===== config.mk =====
export PLATFORM = sky130hd
export DESIGN_NAME = hsbc_serial_rate
export DESIGN_NICKNAME = d
export VERILOG_FILES = /design/src/hsbc_pkg.sv /design/src/hsbc_serial_rate.sv
export VERILOG_INCLUDE_DIRS = /design/src /design/src/src
export SDC_FILE = /design/constraint.sdc
export NUM_CORES = 1
export LEC_CHECK = 0
export ABC_AREA = 1
export BUFFER_PORTS_ARGS = -buffer_cell sky130_fd_sc_hd__buf_2
export CAP_MARGIN = 20
export CORE_AREA = 8 8 120 111
export CTS_BUF_LIST = sky130_fd_sc_hd__clkbuf_16
export CTS_CLUSTER_DIAMETER = 100
export CTS_CLUSTER_SIZE = 10
export DETAILED_ROUTE_END_ITERATION = 10
export DIE_AREA = 0 0 128 119
export PLACE_DENSITY_LB_ADDON = 0.2
export SYNTH_ARGS = -nofsm -noshare
export SYNTH_HDL_FRONTEND = slang
export SYNTH_SLANG_ARGS = --single-unit

===== constraint.sdc =====
create_clock -name mclk_i -period 3.4 [get_ports mclk_i]
set_input_delay 0 -clock mclk_i [delete_from_list [all_inputs] [get_ports mclk_i]]
set_output_delay 0 -clock mclk_i [all_outputs]
set_load 0.02 [all_outputs]

===== src/hsbc_consts.svh =====
`ifndef HSBC_CONSTS_SVH
`define HSBC_CONSTS_SVH

// register map of the serial rate block
`define HSBC_ADDR_W          8
`define HSBC_RATE_ADDR       8'h3b
`define HSBC_RATE_RESET      8'h7a

// field layout of the rate select register
`define HSBC_EXP_MSB         7
`define HSBC_EXP_LSB         5
`define HSBC_MANT_MSB        4
`define HSBC_MANT_LSB        0

// divider arithmetic, counted in reference ticks
`define HSBC_REF_KHZ         27120
`define HSBC_DIV_W           13
`define HSBC_MANT_OFS_SMALL  13'h0001
`define HSBC_MANT_OFS_LARGE  13'h0021

// character framing: start, eight data, stop
`define HSBC_DATA_BITS       4'h8
`define HSBC_TX_BITS_LEFT    4'h9

`endif


===== src/hsbc_pkg.sv =====
`include "hsbc_consts.svh"

package hsbc_pkg;

    // rate select register split into its two fields
    typedef struct packed {
        logic [`HSBC_EXP_MSB-`HSBC_EXP_LSB:0]   rate_exponent;
        logic [`HSBC_MANT_MSB-`HSBC_MANT_LSB:0] rate_mantissa;
    } hsbc_rate_type;

    // transmitter states
    typedef enum logic [0:0] {
        HSBC_TX_IDLE,
        HSBC_TX_SHIFT
    } hsbc_tx_state_type;

    // receiver states
    typedef enum logic [1:0] {
        HSBC_RX_IDLE,
        HSBC_RX_START,
        HSBC_RX_DATA,
        HSBC_RX_STOP
    } hsbc_rx_state_type;

endpackage : hsbc_pkg


===== src/hsbc_serial_rate.sv =====
`timescale 1ns/100ps
`include "hsbc_consts.svh"

// How it works
// - exponent in bits 7..5, mantissa bits 4..0
// - exponent zero: reference divided by mantissa+1
// - else divide by mantissa+33, then 2^(exp-1)
// - frame is start, eight data, stop, no parity
// - rate register resets to 115.2 kbit/s code
module hsbc_serial_rate (
    // clock, reset, freeze
    input  wire logic                    mclk_i,
    input  wire logic                    rst_n_i,
    input  wire logic                    ce_i,
    // 27.12 mhz reference as a one-cycle tick
    input  wire logic                    ref_tick_i,
    // register access
    input  wire logic                    reg_wr_i,
    input  wire logic                    reg_rd_i,
    input  wire logic [`HSBC_ADDR_W-1:0] reg_addr_i,
    input  wire logic [7:0]              reg_wdata_i,
    output logic      [7:0]              reg_rdata_o,
    output logic                         reg_rvalid_o,
    // transmit side
    input  wire logic                    tx_valid_i,
    input  wire logic [7:0]              tx_data_i,
    output logic                         tx_ready_o,
    // receive side
    output logic                         rx_valid_o,
    output logic      [7:0]              rx_data_o,
    output logic                         rx_frame_err_o,
    // serial pins
    input  wire logic                    rxd_i,
    output logic                         txd_o
);

    // reference ticks per bit for a given register value
    function automatic logic [`HSBC_DIV_W-1:0] rate_divisor(input hsbc_pkg::hsbc_rate_type r);
        logic [`HSBC_DIV_W-1:0] base;
        base = {8'h00, r.rate_mantissa};
        if (r.rate_exponent == 3'h0) begin
            rate_divisor = base + `HSBC_MANT_OFS_SMALL;
        end else begin
            // largest case is 64 << 6 = 4096, which still fits
            rate_divisor = (base + `HSBC_MANT_OFS_LARGE) << (r.rate_exponent - 3'h1);
        end
    endfunction : rate_divisor

    // register group
    hsbc_pkg::hsbc_rate_type rate_r;        // live rate select
    hsbc_pkg::hsbc_rate_type rate_nxt;
    logic [7:0]              rdata_r;       // read answer
    logic [7:0]              rdata_nxt;
    logic                    rvalid_r;      // read answer strobe
    logic                    rvalid_nxt;

    // transmitter group
    hsbc_pkg::hsbc_tx_state_type tx_state_r;
    hsbc_pkg::hsbc_tx_state_type tx_state_nxt;
    logic [`HSBC_DIV_W-1:0]      tx_div_r;  // divisor frozen for this character
    logic [`HSBC_DIV_W-1:0]      tx_div_nxt;
    logic [`HSBC_DIV_W-1:0]      tx_cnt_r;  // ticks left in current bit
    logic [`HSBC_DIV_W-1:0]      tx_cnt_nxt;
    logic [3:0]                  tx_bits_r; // bits still to send after this one
    logic [3:0]                  tx_bits_nxt;
    logic [8:0]                  tx_sh_r;   // data then stop bit
    logic [8:0]                  tx_sh_nxt;
    logic                        txd_r;
    logic                        txd_nxt;
    logic                        tx_ready_r;
    logic                        tx_ready_nxt;

    // receiver group
    hsbc_pkg::hsbc_rx_state_type rx_state_r;
    hsbc_pkg::hsbc_rx_state_type rx_state_nxt;
    logic [`HSBC_DIV_W-1:0]      rx_div_r;  // divisor frozen for this character
    logic [`HSBC_DIV_W-1:0]      rx_div_nxt;
    logic [`HSBC_DIV_W-1:0]      rx_cnt_r;
    logic [`HSBC_DIV_W-1:0]      rx_cnt_nxt;
    logic [3:0]                  rx_bits_r;
    logic [3:0]                  rx_bits_nxt;
    logic [7:0]                  rx_sh_r;
    logic [7:0]                  rx_sh_nxt;
    logic [7:0]                  rx_data_r;
    logic [7:0]                  rx_data_nxt;
    logic                        rx_valid_r;
    logic                        rx_valid_nxt;
    logic                        rx_ferr_r;
    logic                        rx_ferr_nxt;

    logic                        reg_hit;   // access aimed at the rate register
    logic [`HSBC_DIV_W-1:0]      cur_div;   // divisor of the live setting

    assign reg_hit = (reg_addr_i == `HSBC_RATE_ADDR);
    assign cur_div = rate_divisor(rate_r);

    // register next values; other addresses read as zero
    always_comb begin
        rate_nxt   = rate_r;
        rdata_nxt  = 8'h00;
        rvalid_nxt = reg_rd_i;
        if (reg_wr_i && reg_hit) begin
            rate_nxt = reg_wdata_i;
        end
        if (reg_rd_i && reg_hit) begin
            rdata_nxt = rate_r;
        end
    end

    // register flops
    always_ff @(posedge mclk_i) begin
        if (!rst_n_i) begin
            rate_r   <= `HSBC_RATE_RESET;
            rdata_r  <= 8'h00;
            rvalid_r <= 1'b0;
        end else if (ce_i) begin
            rate_r   <= rate_nxt;
            rdata_r  <= rdata_nxt;
            rvalid_r <= rvalid_nxt;
        end
    end

    // transmitter next values
    always_comb begin
        tx_state_nxt = tx_state_r;
        tx_div_nxt   = tx_div_r;
        tx_cnt_nxt   = tx_cnt_r;
        tx_bits_nxt  = tx_bits_r;
        tx_sh_nxt    = tx_sh_r;
        txd_nxt      = txd_r;
        tx_ready_nxt = tx_ready_r;
        unique case (tx_state_r)
            hsbc_pkg::HSBC_TX_IDLE: begin
                if (tx_valid_i && tx_ready_r) begin
                    // latch the rate now so a later write cannot stretch this character
                    tx_div_nxt   = cur_div;
                    tx_cnt_nxt   = cur_div - 13'h0001;
                    tx_sh_nxt    = {1'b1, tx_data_i};
                    tx_bits_nxt  = `HSBC_TX_BITS_LEFT;
                    txd_nxt      = 1'b0;
                    tx_ready_nxt = 1'b0;
                    tx_state_nxt = hsbc_pkg::HSBC_TX_SHIFT;
                end
            end
            hsbc_pkg::HSBC_TX_SHIFT: begin
                if (ref_tick_i) begin
                    if (tx_cnt_r != '0) begin
                        tx_cnt_nxt = tx_cnt_r - 13'h0001;
                    end else if (tx_bits_r == 4'h0) begin
                        // stop bit has run its full length
                        txd_nxt      = 1'b1;
                        tx_ready_nxt = 1'b1;
                        tx_state_nxt = hsbc_pkg::HSBC_TX_IDLE;
                    end else begin
                        txd_nxt     = tx_sh_r[0];
                        tx_sh_nxt   = {1'b1, tx_sh_r[8:1]};
                        tx_bits_nxt = tx_bits_r - 4'h1;
                        tx_cnt_nxt  = tx_div_r - 13'h0001;
                    end
                end
            end
        endcase
    end

    // transmitter flops; line idles high
    always_ff @(posedge mclk_i) begin
        if (!rst_n_i) begin
            tx_state_r <= hsbc_pkg::HSBC_TX_IDLE;
            tx_div_r   <= '0;
            tx_cnt_r   <= '0;
            tx_bits_r  <= 4'h0;
            tx_sh_r    <= 9'h1ff;
            txd_r      <= 1'b1;
            tx_ready_r <= 1'b1;
        end else if (ce_i) begin
            tx_state_r <= tx_state_nxt;
            tx_div_r   <= tx_div_nxt;
            tx_cnt_r   <= tx_cnt_nxt;
            tx_bits_r  <= tx_bits_nxt;
            tx_sh_r    <= tx_sh_nxt;
            txd_r      <= txd_nxt;
            tx_ready_r <= tx_ready_nxt;
        end
    end

    // receiver next values; samples mid-bit, no oversampling vote
    always_comb begin
        rx_state_nxt = rx_state_r;
        rx_div_nxt   = rx_div_r;
        rx_cnt_nxt   = rx_cnt_r;
        rx_bits_nxt  = rx_bits_r;
        rx_sh_nxt    = rx_sh_r;
        rx_data_nxt  = rx_data_r;
        rx_valid_nxt = 1'b0;
        rx_ferr_nxt  = rx_ferr_r;
        unique case (rx_state_r)
            hsbc_pkg::HSBC_RX_IDLE: begin
                if (!rxd_i) begin
                    // a low line seen in idle opens a character at the rate valid right now
                    rx_div_nxt   = cur_div;
                    rx_cnt_nxt   = cur_div >> 1;
                    rx_state_nxt = hsbc_pkg::HSBC_RX_START;
                end
            end
            hsbc_pkg::HSBC_RX_START: begin
                if (ref_tick_i) begin
                    if (rx_cnt_r != '0) begin
                        rx_cnt_nxt = rx_cnt_r - 13'h0001;
                    end else if (!rxd_i) begin
                        // start bit still low at its middle
                        rx_cnt_nxt   = rx_div_r - 13'h0001;
                        rx_bits_nxt  = `HSBC_DATA_BITS;
                        rx_state_nxt = hsbc_pkg::HSBC_RX_DATA;
                    end else begin
                        // glitch, not a start bit
                        rx_state_nxt = hsbc_pkg::HSBC_RX_IDLE;
                    end
                end
            end
            hsbc_pkg::HSBC_RX_DATA: begin
                if (ref_tick_i) begin
                    if (rx_cnt_r != '0) begin
                        rx_cnt_nxt = rx_cnt_r - 13'h0001;
                    end else begin
                        rx_sh_nxt   = {rxd_i, rx_sh_r[7:1]};
                        rx_bits_nxt = rx_bits_r - 4'h1;
                        rx_cnt_nxt  = rx_div_r - 13'h0001;
                        if (rx_bits_r == 4'h1) begin
                            rx_state_nxt = hsbc_pkg::HSBC_RX_STOP;
                        end
                    end
                end
            end
            hsbc_pkg::HSBC_RX_STOP: begin
                if (ref_tick_i) begin
                    if (rx_cnt_r != '0) begin
                        rx_cnt_nxt = rx_cnt_r - 13'h0001;
                    end else begin
                        // no parity; a low stop bit is reported, data still delivered
                        rx_data_nxt  = rx_sh_r;
                        rx_valid_nxt = 1'b1;
                        rx_ferr_nxt  = ~rxd_i;
                        rx_state_nxt = hsbc_pkg::HSBC_RX_IDLE;
                    end
                end
            end
        endcase
    end

    // receiver flops
    always_ff @(posedge mclk_i) begin
        if (!rst_n_i) begin
            rx_state_r <= hsbc_pkg::HSBC_RX_IDLE;
            rx_div_r   <= '0;
            rx_cnt_r   <= '0;
            rx_bits_r  <= 4'h0;
            rx_sh_r    <= 8'h00;
            rx_data_r  <= 8'h00;
            rx_valid_r <= 1'b0;
            rx_ferr_r  <= 1'b0;
        end else if (ce_i) begin
            rx_state_r <= rx_state_nxt;
            rx_div_r   <= rx_div_nxt;
            rx_cnt_r   <= rx_cnt_nxt;
            rx_bits_r  <= rx_bits_nxt;
            rx_sh_r    <= rx_sh_nxt;
            rx_data_r  <= rx_data_nxt;
            rx_valid_r <= rx_valid_nxt;
            rx_ferr_r  <= rx_ferr_nxt;
        end
    end

    // every output straight from a flop
    assign reg_rdata_o    = rdata_r;
    assign reg_rvalid_o   = rvalid_r;
    assign tx_ready_o     = tx_ready_r;
    assign txd_o          = txd_r;
    assign rx_valid_o     = rx_valid_r;
    assign rx_data_o      = rx_data_r;
    assign rx_frame_err_o = rx_ferr_r;

endmodule : hsbc_serial_rate


==> flow_summary.ini <==
[status]
status = finished, final reports clean

[sta]
finalSetupViolCount = 0
fmax_mhz = 336
tns_ps = 0
max_slew_margin = 0.345
slew_violations = 0
finalHoldViolations = 0
whs_ps = 24.8
min_period_over_period = 0.877
timing_worst_slew_pin_value_ps = 981
finClkSkew_ps = 10.5
min_period_ps = 2980
rsz0062_at_grt = no

[global_route]
antenna_found_initial = 0
grt_pass1_wl_um = 26700
grt_max_degree = 56
gr-total-overflow = 0
grt_usage = 0.213
grt_pass1_vias = 5429

[pwr]
leakagePower_uw = 0.00320
power_density_nw_per_um2 = 517
ir_worst_vdd_mv = 0.477

[synthesis]
synthCells = 903
synth_edf_count = 0
netlist_top_cells_area = dfxtp_1 35%, nand2_1 10%, o21ai_0 6.8%, inv_1 6.7%, nor2_1 6.2%
ys.flop_type = dfxtp_1
yosys_warnings = 0
yosysUniqueCellTypes = 45
synthesis.nets = 949
synth_top_area_share = 0.353
syn_area_um2 = 6130
ys_seq_area_frac = 0.353
syn_area_per_cell_um2 = 6.79
synth-seq-cells = 108
ys_async_sr_fraction = 0
yosysTopAreaCell = dfxtp_1

[detailed_routing]
drt.antenna.violating_nets = 0
vias_per_cell = 5.33
routed_wl_um = 15900
drt_iter0_markers = 495
post_drt_wl_per_cell_um = 14.2
drc = 0
firstDrtPassIters = 5
route.vias.total = 5959

[cts]
cts_tree = yes
cts_setup_buffers = 0
path_clk_slew_ps = 80
cts_sinks = 108
clk_path_buf_depth = 2
root_buffer = clkbuf_16
htree_levels = 3
cts_made_buffers = 9
insertion_delay_ps = 370

[min_path]
hp-class = in -> reg
hp-start = tx_data_i[1]
hold_end = tx_sh_r[1]
whs_path_depth = 3

[critical_path]
critPathLaunchType = flop
crit_path_frequent_cell = nand3_1
worstPathCellList = inv_2 -> ha_1 -> clkinv_1 -> nor2_1 -> nand3_1 -> o21ai_2 -> nand2_2 -> nand2_2 -> nor2_4 -> ha_1 -> nand3_1 -> inv_1 -> nand2_1 -> nor2_1 -> nand2_1 -> nand2_1 -> nand3_1 -> nand3_1 -> inv_1
crit_path_start = rate_r[5]
required_ps = 3710
timing.rr.start = rate_r[5]
worstRegToRegCells = 19
worstSetupPathType = reg -> reg
path_buf_inv = 4
crit_arrival_ps = 3290
end_kind = flop
slowest_delay_ps = 520
cpMaxStageDelayCell = dfxtp_1
timing.rr.end = tx_cnt_r[8]
cp_top_family = simple AND/OR/NAND/NOR gates
r2r_slack_ps = 420
crit_fanout = 12

[floorplan]
core_um2 = 11200
die-width_um = 128
start_util = 0.547
die_y_um = 119
num_rows = 37
io_pins = 53
die_area_um2 = 15200

[layout]
drive_gt1_frac = 0.127
num-nets-final = 1004
areaGrowthSynthToFinish_pct = 13.8
fin_cells = 1119
antenna_cells = 0

[placed_design]
post-place-cells = 1085
io_buffers = 52
dp_hpwl_um = 11200
routabilityCongestion = 0.926

[run]
cap_violations = 0
==> routing by layer <==
layer	track usage	part of all wire	up-vias
li1	-	-	3096
met1	0.299	0.50	2720
met2	0.330	0.44	131
met3	0.0370	0.047	12
met4	0.0527	0.0092	0
met5	0	0	-
==> cells in the mapped netlist (5+ instances only) <==
cell      number
nand2_1      164
inv_1        110
dfxtp_1      108
nor2_1       102
o21ai_0       83
a21oi_1       72
nand3_1       60
clkbuf_1      22
xor2_1        18
o211ai_1      17
nand4_1       15
ha_1          14
a211oi_1      13
nand2_2       10
inv_2          8
nor3_1         8
buf_2          7
nor2_2         6
nor2_4         6
o311ai_0       6
clkinv_1       5
o221ai_1       5
==> logic make-up (layout without fill, tap and decap cells) <==
| kind of cell | Yosys count | count (layout) | share of synthesized area |
|---|---|---|---|
| AND/OR/NAND/NOR | 385 | 385 | 0.282 |
| AO/OA/AOI/OAI | 218 | 218 | 0.207 |
| buffers and inverters | 157 | 217 | 0.101 |
| flip-flops | 108 | 108 | 0.353 |
| XOR/XNOR | 21 | 21 | 0.0300 |
| adder cells (fa/ha/maj) | 14 | 14 | 0.0286 |
==> layout by cell type (no fill, tap or decap), types with 18 or more instances in the layout <==
cell type / count
dlygate4sd3_1: 18
o21ai_0: 83
xor2_1: 18
nor2_1: 102
nand3_1: 60
a21oi_1: 72
dfxtp_1: 108
buf_2: 52
inv_1: 110
nand2_1: 164
==> per-stage QoR <==
stage | total power [uW] | utilization | setup WS, ps | area [um2]
after floorplan | 2250 | - | 852 | 6130
after global placement | 2480 | 0.580 | 566 | 6490
after detailed placement | 2480 | 0.580 | 472 | 6490
after CTS | 3610 | 0.623 | 452 | 6980
after global routing | 3820 | 0.623 | 88.9 | 6980
final | 3610 | 0.623 | 420 | 6980
==> where the power goes <==
group          leakage (uW)  internal [uW]  switching (uW)  total, uW
registers          0.000882           1380            77.2       1460
clock network      0.000150            585             529       1110
logic               0.00216            351             684       1040
total               0.00320           2320            1290       3610
==> worst min-delay path, cell delays in order <==
cell,delay (ps)
buf_2,100
nor2_1,80
o311ai_0,140
==> worst max path at each step <==
| stage | depth (start not counted) | slack (ps) | to |
|---|---|---|---|
| finish | 19 | 420 | tx_cnt_r[8] |
| global route | 19 | 90 | tx_cnt_r[8] |
| CTS | 19 | 450 | tx_cnt_r[8] |
| detailed placement | 19 | 470 | tx_cnt_r[8] |
| global placement | 19 | 570 | tx_cnt_r[8] |
| floorplan | 21 | 850 | tx_cnt_r[8] |
==> sequential cells by signal, summed over array words and instances (netlist names), 4 cells and up, named ones only <==
register / cells
rx_bits_r: 4
rx_div_r: 13
tx_cnt_r: 13
tx_bits_r: 4
tx_sh_r: 8
rx_data_o: 8
rate_r: 8
rx_cnt_r: 13
tx_div_r: 13
rx_sh_r: 8
reg_rdata_o: 8
==> repair_timing <==
action	in CTS	in global routing
hold buffers	18	0
hold endpoints to repair	18	0
endpoints found under the setup margin	0	0
resized for setup	0	0
==> cell type report <==
class	instances	area, um2
Fill cell	1055	4220
Multi-Input combinational cell	638	3350
Sequential cell	108	2160
Timing Repair Buffer	78	500
Inverter	123	462
Clock buffer	9	225
Tap cell	156	195
Clock inverter	7	82.6
Note: power is estimated with default switching activity, not from simulation.
